### config.mk
export PLATFORM = sky130hd
export DESIGN_NAME = swa_top
export DESIGN_NICKNAME = d
export VERILOG_FILES = /design/src/swa_pkg.sv /design/src/swa_sync.sv /design/src/swa_cmp.sv /design/src/swa_top.sv
export SDC_FILE = /design/constraint.sdc
export NUM_CORES = 1
export LEC_CHECK = 0
export BUFFER_PORTS_ARGS = -buffer_cell sky130_fd_sc_hd__buf_4
export CAP_MARGIN = 20
export CORE_ASPECT_RATIO = 1.75
export CORE_MARGIN = 3
export CORE_UTILIZATION = 40
export DETAILED_ROUTE_END_ITERATION = 8
export PLACE_DENSITY = 0.65
export SYNTH_ARGS = -nofsm -noshare
export SYNTH_HDL_FRONTEND = slang
export SYNTH_HIERARCHICAL = 1
export SYNTH_SLANG_ARGS = --single-unit
### constraint.sdc
create_clock -name clk_sys -period 2.2 [get_ports clk_sys]
set_clock_uncertainty 0.15 [all_clocks]
set_input_delay 0.22 -clock clk_sys [delete_from_list [all_inputs] [get_ports clk_sys]]
set_output_delay 0.22 -clock clk_sys [all_outputs]
set_load 0.03 [all_outputs]
### src/swa_pkg.sv
package swa_pkg;
   // Register map
   localparam logic [7:0] ADDR_CTRL     = 8'hE8;
   localparam logic [7:0] ADDR_LOW      = 8'h98;
   localparam logic [7:0] CTRL_RESET    = 8'h00;
   localparam logic [7:0] LOW_RESET     = 8'h00;
   // Control and low register field positions
   localparam int CTRL_RESULT_BIT = 7;
   localparam int CTRL_CH_HI_BIT  = 6;
   localparam int CTRL_CH_LO_BIT  = 5;
   localparam int CTRL_STROBE_BIT = 4;
   localparam int CTRL_DAC_MSB    = 3;
   localparam int LOW_DAC_MSB     = 3;
   // Channel codes
   localparam logic [1:0] CH_SEL_IN3 = 2'h0;
   localparam logic [1:0] CH_SEL_IN0 = 2'h1;
   localparam logic [1:0] CH_SEL_IN1 = 2'h2;
   localparam logic [1:0] CH_SEL_IN2 = 2'h3;
   // Timing
   localparam int CLK_PERIOD_NS  = 100;
   localparam int INSTR_CYCLE_NS = 1000;
   localparam int INSTR_CLKS_CALC = (INSTR_CYCLE_NS / CLK_PERIOD_NS) < 1 ?
                                    1 : (INSTR_CYCLE_NS / CLK_PERIOD_NS);
   localparam int SYNC_STAGES = 2;
   typedef enum logic {SWA_IDLE, SWA_CMP} swa_state_t;
endpackage

### src/swa_sync.sv
`timescale 1ns/1ps
`default_nettype none
// Two-flop synchroniser for pin-side levels
module swa_sync #(
   parameter int WIDTH = 1
) (
   input  wire logic             clk_sys,
   input  wire logic             rst,
   input  wire logic [WIDTH-1:0] asyncIn,
   output logic      [WIDTH-1:0] syncOut
);
   logic [WIDTH-1:0] stageOne;
   logic [WIDTH-1:0] next_stageOne;
   logic [WIDTH-1:0] next_syncOut;

   // Next values of both stages
   always_comb begin
      next_stageOne = asyncIn;
      next_syncOut  = stageOne;
   end

   // Registered stages
   always_ff @(posedge clk_sys) begin
      if (rst) begin
         stageOne <= '0;
         syncOut  <= '0;
      end else begin
         stageOne <= next_stageOne;
         syncOut  <= next_syncOut;
      end
   end
endmodule
`default_nettype wire

### src/swa_cmp.sv
`timescale 1ns/1ps
`default_nettype none
// Input multiplexer and registered comparator
module swa_cmp
   import swa_pkg::*;
#(
   parameter int WIDTH = 8
) (
   input  wire logic             clk_sys,
   input  wire logic             rst,
   input  wire logic [1:0]       channelSel,
   input  wire logic [WIDTH-1:0] levelZero,
   input  wire logic [WIDTH-1:0] levelOne,
   input  wire logic [WIDTH-1:0] levelTwo,
   input  wire logic [WIDTH-1:0] levelThree,
   input  wire logic [WIDTH-1:0] dacLevel,
   output logic                  cmpHigh
);
   logic [WIDTH-1:0] selLevel;
   logic             next_cmpHigh;

   // Channel decode and compare
   always_comb begin
      // channel decode
      case (channelSel)
         CH_SEL_IN3: selLevel = levelThree;
         CH_SEL_IN0: selLevel = levelZero;
         CH_SEL_IN1: selLevel = levelOne;
         CH_SEL_IN2: selLevel = levelTwo;
         default:    selLevel = levelThree;
      endcase
      // input above reference
      next_cmpHigh = (selLevel > dacLevel);
   end

   // Registered comparator output
   always_ff @(posedge clk_sys) begin
      if (rst) begin
         cmpHigh <= 1'b0;
      end else begin
         cmpHigh <= next_cmpHigh;
      end
   end
endmodule
`default_nettype wire

### src/swa_top.sv
// The address-and-strobe port and the address map were chosen for this implementation.
`timescale 1ns/1ps
`default_nettype none
// Function
// Two-bit channel field picks input three, zero, one or two in order.
// Port 3 lines 0 to 3 double as the four analogue inputs.
// Reference DAC: upper four bits from control, lower four from low.
// Comparator output readable as result bit of control register.
// Result valid within one instruction cycle after strobe set.
// Software writes upper DAC bits one instruction cycle before strobe.
// Only mux, DAC and comparator; software sequences the conversions.
// Control register at E8, reset 00, result/channel/strobe/DAC fields.
// Low register at 98, reset 00, low DAC nibble, upper bits zero.
// Result is one when selected input exceeds the DAC reference.
module swa_top
   import swa_pkg::*;
#(
   parameter int DAC_WIDTH  = 8,
   parameter int INSTR_CLKS = INSTR_CLKS_CALC
) (
   input  wire logic                 clk_sys,
   input  wire logic                 rst,
   input  wire logic [7:0]           busAddr,
   input  wire logic [7:0]           busWrData,
   input  wire logic                 busWr,
   input  wire logic                 busRd,
   output logic      [7:0]           busRdData,
   input  wire logic [DAC_WIDTH-1:0] analogInZero,
   input  wire logic [DAC_WIDTH-1:0] analogInOne,
   input  wire logic [DAC_WIDTH-1:0] analogInTwo,
   input  wire logic [DAC_WIDTH-1:0] analogInThree,
   input  wire logic [3:0]           portLatch,
   input  wire logic [3:0]           portDriveEn,
   input  wire logic [3:0]           portPinIn,
   output logic      [3:0]           portPinOut,
   output logic      [3:0]           portPinOe,
   output logic      [3:0]           portPinSync,
   output logic      [DAC_WIDTH-1:0] dacValue,
   output logic                      compareResult
);
   localparam int CNT_W = $clog2(INSTR_CLKS + 1);
   localparam int AST_LAT = INSTR_CLKS;
   localparam int AST_DONE = INSTR_CLKS + 1;

   // Control and low register fields
   logic [1:0]     channelSel;
   logic           conversionStrobe;
   logic [3:0]     dacHigh;
   logic [3:0]     dacLow;
   logic [1:0]     next_channelSel;
   logic           next_conversionStrobe;
   logic [3:0]     next_dacHigh;
   logic [3:0]     next_dacLow;
   logic           next_compareResult;
   logic [7:0]     next_busRdData;
   // Compare sequencer
   swa_state_t     state;
   swa_state_t     next_state;
   logic [CNT_W-1:0] settleCnt;
   logic [CNT_W-1:0] next_settleCnt;
   // Pin side, comparator and bus decode
   logic [3:0]     next_portPinOut;
   logic [3:0]     next_portPinOe;
   logic [3:0]     analogMask;
   logic [DAC_WIDTH-1:0] next_dacValue;
   logic [DAC_WIDTH-1:0] lvlZero;
   logic [DAC_WIDTH-1:0] lvlOne;
   logic [DAC_WIDTH-1:0] lvlTwo;
   logic [DAC_WIDTH-1:0] lvlThree;
   logic           cmpHigh;
   logic           wrCtrl;
   logic           wrLow;
   logic           done;

   // Map a channel code to the port line it uses
   function automatic logic [3:0] chan_line(input logic [1:0] ch);
      case (ch)
         CH_SEL_IN3: chan_line = 4'h8;
         CH_SEL_IN0: chan_line = 4'h1;
         CH_SEL_IN1: chan_line = 4'h2;
         CH_SEL_IN2: chan_line = 4'h4;
         default:    chan_line = 4'h8;
      endcase
   endfunction

   // Analogue levels come from pins, so synchronise them
   swa_sync #(.WIDTH(4 * DAC_WIDTH)) uSyncLvl (
      .clk_sys (clk_sys),
      .rst     (rst),
      .asyncIn ({analogInThree, analogInTwo, analogInOne, analogInZero}),
      .syncOut ({lvlThree, lvlTwo, lvlOne, lvlZero})
   );

   // Digital view of the shared port lines
   swa_sync #(.WIDTH(4)) uSyncPin (
      .clk_sys (clk_sys),
      .rst     (rst),
      .asyncIn (portPinIn),
      .syncOut (portPinSync)
   );

   // Mux and comparator against the live DAC value
   swa_cmp #(.WIDTH(DAC_WIDTH)) uCmp (
      .clk_sys    (clk_sys),
      .rst        (rst),
      .channelSel (channelSel),
      .levelZero  (lvlZero),
      .levelOne   (lvlOne),
      .levelTwo   (lvlTwo),
      .levelThree (lvlThree),
      .dacLevel   (dacValue),
      .cmpHigh    (cmpHigh)
   );

   // Address decode
   assign wrCtrl = busWr && (busAddr == ADDR_CTRL);
   assign wrLow  = busWr && (busAddr == ADDR_LOW);
   assign done   = (state == SWA_CMP) && (settleCnt == '0);

   // Register file next values
   always_comb begin
      next_channelSel = channelSel;
      next_dacHigh    = dacHigh;
      next_dacLow     = dacLow;
      if (wrCtrl) begin
         // channel write
         next_channelSel = busWrData[CTRL_CH_HI_BIT:CTRL_CH_LO_BIT];
         next_dacHigh    = busWrData[CTRL_DAC_MSB:0];
      end
      if (wrLow) begin
         // low nibble
         next_dacLow = busWrData[LOW_DAC_MSB:0];
      end
      // DAC concatenation
      next_dacValue = DAC_WIDTH'({next_dacHigh, next_dacLow});
   end

   // Read data, valid only in the cycle after the strobe
   always_comb begin
      next_busRdData = 8'h00;
      if (busRd) begin
         case (busAddr)
            // control readback
            ADDR_CTRL: next_busRdData = {compareResult, channelSel,
                                         conversionStrobe, dacHigh};
            // upper bits zero
            ADDR_LOW:  next_busRdData = {4'h0, dacLow};
            default:   next_busRdData = 8'h00;
         endcase
      end
   end

   // Single compare sequencer; software does the approximation
   // single compare only
   always_comb begin
      next_state            = state;
      next_settleCnt        = settleCnt;
      next_conversionStrobe = conversionStrobe;
      next_compareResult    = compareResult;
      case (state)
         SWA_IDLE: begin
         end
         SWA_CMP: begin
            if (settleCnt != '0) begin
               next_settleCnt = settleCnt - 1'b1;
            end else begin
               // result capture
               next_compareResult    = cmpHigh;
               next_conversionStrobe = 1'b0;
               next_state            = SWA_IDLE;
            end
         end
         default: begin
            next_state = SWA_IDLE;
         end
      endcase
      // strobe starts compare; a new write wins over completion for strobe and state, not for the result capture
      if (wrCtrl) begin
         next_conversionStrobe = busWrData[CTRL_STROBE_BIT];
         if (busWrData[CTRL_STROBE_BIT]) begin
            next_state     = SWA_CMP;
            next_settleCnt = CNT_W'(INSTR_CLKS - 1);
         end else begin
            next_state = SWA_IDLE;
         end
      end
   end

   // Port line sharing
   always_comb begin
      // selected line released for analogue
      analogMask      = conversionStrobe ? chan_line(channelSel) : 4'h0;
      next_portPinOut = portLatch & ~analogMask;
      next_portPinOe  = portDriveEn & ~analogMask;
   end

   // State registers
   always_ff @(posedge clk_sys) begin
      if (rst) begin
         // reset values
         channelSel       <= CTRL_RESET[CTRL_CH_HI_BIT:CTRL_CH_LO_BIT];
         conversionStrobe <= CTRL_RESET[CTRL_STROBE_BIT];
         dacHigh          <= CTRL_RESET[CTRL_DAC_MSB:0];
         compareResult    <= CTRL_RESET[CTRL_RESULT_BIT];
         dacLow           <= LOW_RESET[LOW_DAC_MSB:0];
         dacValue         <= '0;
         busRdData        <= 8'h00;
         state            <= SWA_IDLE;
         settleCnt        <= '0;
         portPinOut       <= 4'h0;
         portPinOe        <= 4'h0;
      end else begin
         channelSel       <= next_channelSel;
         conversionStrobe <= next_conversionStrobe;
         dacHigh          <= next_dacHigh;
         compareResult    <= next_compareResult;
         dacLow           <= next_dacLow;
         dacValue         <= next_dacValue;
         busRdData        <= next_busRdData;
         state            <= next_state;
         settleCnt        <= next_settleCnt;
         portPinOut       <= next_portPinOut;
         portPinOe        <= next_portPinOe;
      end
   end

   // Cycles the strobe has been high since its last start
   logic [15:0] astHighCnt;
   logic [15:0] next_astHighCnt;
   always_comb begin
      next_astHighCnt = astHighCnt + 16'h0001;
      if (wrCtrl || !conversionStrobe) begin
         next_astHighCnt = 16'h0000;
      end
   end

   // Strobe age register
   always_ff @(posedge clk_sys) begin
      if (rst) begin
         astHighCnt <= 16'h0000;
      end else begin
         astHighCnt <= next_astHighCnt;
      end
   end
endmodule
`default_nettype wire

==> metrics.txt <==
status finished clean; NumNets Final about 530; clock buffer count from CTS 9; Lkg Pwr ~2.2 nW; Synth Instances 322; Synth Warn # 6; Post-synth top flop dfxtp_1; DP Cell Count about 520; Layout Cells excl Fill just under 600; Unique masters post-synth 39; CTS tree built; CP Capture Type flip-flop; Post-synth EDFFs 0; R2R Setup Slk 140 ps; die footprint between 10,000 and 15,000 um^2; via count about 2,600; Slowest-stage cell, CP mux4_2; crit share post-route just over 90%; Die Span Y about 140 um; Top Ports 93; max_slew headroom approximately three fifths; Compound-Gate Fraction of Synth Area ~5.5%; post-synthesis sequential area ratio ~54%; cell taking the most area after synthesis dfxtp_1; post-synthesis xor/xnor area fraction 0%; RSZ-0062 raised after global routing no; Yosys top cell area share 53.84%; DR top layer met4; syn nets between 300 and 400; top-count cell post-synth dfxtp_1; Max rail drop VDD roughly 0.45 mV; Rows 47; Met3 Routed Length 439 um; setup bufs post-CTS 0; IO Port Bufs roughly 90; main area contributors after synthesis dfxtp_1 (54%), nor2b_2 (13%), mux4_2 (4.6%); Syn Std Cell Area 3941 um^2; Worst Setup SP channelSel[1]$_SDFFE_PP0P_; fillcell total 800; core footprint 9527 um^2; post-synthesis average cell area around 12 um^2; CP arrival 2140 ps; DR DRC count 0; main combinational cell family by area after synthesis simple AND/OR/NAND/NOR gates; Final Setup Violations 0; DRT iter0 DRCs about 80; Layout area overhead 37.62%; CP max FO 5; Met1 Wirelength between 2000 and 3000 um; H-tree depth 3; mux cell area share after synthesis around 7%; initial antenna violation count 0; vias per inst ~4.5; vias in the first global route roughly 2,600; Crit Reg-Reg Endpoint uCmp/cmpHigh$_SDFF_PP0_; grt ovf 0; Antenna Cells 0; Async SR Flop Fraction 0%; WS Path Type flip-flop to flip-flop; final hold violations 0; root buffer cell clkbuf_16; CTS Sinks 106; maxcap violations 0; Final min period 2056 ps; Post-Synth Simple-Gate Area between 20% and 30%; Final HPWL DP a little over 5000 um; insertion delay to the later sink of the worst-skew pair around 340 ps; DRT Pass-1 Iters 4; clk buf depth 2; max-slew violations 0; Top Family by Delay on Critical Path multiplexers; Slew @ Worst Pin roughly 580 ps; synthesized-area fraction occupied by adder cells 2.857%; critical path capture point uCmp/cmpHigh$_SDFF_PP0_; worst r2r src channelSel[1]$_SDFFE_PP0P_; routability cong. between 0.8 and 0.9; first-pass GRT wire length ~12,000 um; worst-path cell chain buf_12 > mux4_2 > ha_1 > a21oi_1 > o21ai_0 > o21a_1; slowest stage delay, CP slightly below 500 ps; die width around 80 um; Hold Path Class input pin to flip-flop; f_max between 400 and 500 MHz; met2 WL post-DR between 3000 and 4000 um; kind of start point of the critical path flip-flop; Synth top cells by count dfxtp_1 (106), nor2b_2 (60), nor2b_1 (17); depth of the most critical reg-to-reg path 6; CP required roughly 2300 ps; GRT Resource Usage Total 13.96%; WP buf/inv 1; share of cells above drive strength 1 41.25%; final setup TNS 0 ps; DR WL/cell 12.52 um; Power Dens Cells between 700 and 800 nW/um^2; post-synthesis register bit count ~110; CP Depth 6; clock-pin slew on the worst setup and hold paths roughly 70 ps; largest net degree at the start of global routing 63; Post-Route WL roughly 7300 um; Post-DRT Antenna Nets 0; starting density of the core 41.37%
-- report_power, final --
group	switching (W)	total, W	internal [W]	leakage, nW
clock	0.000677	0.00146	0.000780	0.127
sequential	0.0000170	0.00201	0.00199	0.873
combinational	0.000131	0.000347	0.000216	1.24
total	0.000826	0.00381	0.00299	2.24
-- cell usage in the layout (no fill, tap or decap), types with 2 or more instances in the layout --
master	netlist	final
nor2b_2	60	60
ha_1	9	9
nor2b_1	17	17
and2_1	8	8
a221oi_2	2	2
o41ai_4	2	2
clkbuf_16	0	9
a21oi_1	5	5
and3_1	4	4
buf_12	0	2
o31ai_1	2	2
a22oi_1	4	4
nand2_1	3	3
nor3b_2	2	2
dlygate4sd3_1	0	45
dfxtp_1	106	104
clkinvlp_4	0	3
or3_1	2	2
mux4_2	8	8
nor2_1	9	9
nand4_1	6	6
buf_4	0	94
o21ai_0	3	3
nand2b_1	12	12
a31oi_1	5	5
inv_1	14	14
nand4b_1	2	2
dfxtp_2	0	2
mux2i_1	10	10
-- worst min-delay path by stage --
stage	start	end	slack, ps	depth (start not counted)
2_1_floorplan	rst	uSyncPin/next_syncOut[0]$_SDFF_PP0_	140	1
3_3_place_gp	uSyncPin/next_syncOut[2]$_SDFF_PP0_	uSyncPin/syncOut[2]$_SDFF_PP0_	270	1
3_5_place_dp	uSyncLvl/next_syncOut[16]$_SDFF_PP0_	uSyncLvl/syncOut[16]$_SDFF_PP0_	270	1
4_1_cts	busWrData[0]	dacValue[0]$_SDFFE_PP0P_	20	3
5_1_grt	busWrData[2]	dacValue[6]$_SDFFE_PP0P_	40	3
6_report	busWrData[0]	dacValue[4]$_SDFFE_PP0P_	30	3
-- timing repair --
action	in CTS	in global routing
setup endpoints to repair	0	1
hold buffers	45	0
hold endpoints to repair	46	0
resized for setup	0	2
-- layer usage --
layer  GRT usage, %  vias up
met4          6.955        0
met2          25.16       80
li1               -     1347
met3          3.272       14
met1          14.83     1186
met5              0        -
-- state kept, by name (all words and copies together) (netlist names), 4 cells and up --
register,count
uSyncLvl/next_syncOut,32
portPinOe,4
dacValue,8
uSyncPin/next_syncOut,4
uSyncLvl/syncOut,32
portPinOut,4
settleCnt,4
busRdData,8
uSyncPin/syncOut,4
-- worst min-delay path: stages --
cell and delay [ps]:
buf_4 80, nand2b_1 60, mux2i_1 110
-- final cells by class --
type | count | area [um^2] | area share [%]
Sequential cell | 106 | 2125 | 39.17
Multi-Input combinational cell | 186 | 1618 | 29.83
Timing Repair Buffer | 141 | 1196 | 22.05
Clock buffer | 10 | 229.0 | 4.221
Tap cell | 122 | 152.6 | 2.814
Inverter | 14 | 52.55 | 0.9689
Clock inverter | 6 | 51.30 | 0.9458
-- logic make-up after synthesis --
group	count (synthesis)
AOI/OAI and AO/OA	25
muxes	18
buffers and inverters	30
and+or+nand+nor	134
adders and majority gates	9
DFF	106
-- metrics by stage --
stage	worst slack [ps]	total power, W	instance area (um^2)	hold slack, ps	utilization (%)
finish	144.3	0.003812	5424	27.41	56.93
global route	30.79	0.003967	5424	36.70	56.93
CTS	62.99	0.003871	5421	16.25	56.91
detailed placement	67.87	0.002336	4691	272.8	49.24
global placement	100.4	0.002332	4691	269.4	49.24
floorplan	132.7	0.002217	3941	141.6	-
No activity file was read; power rests on OpenSTA's default activity.
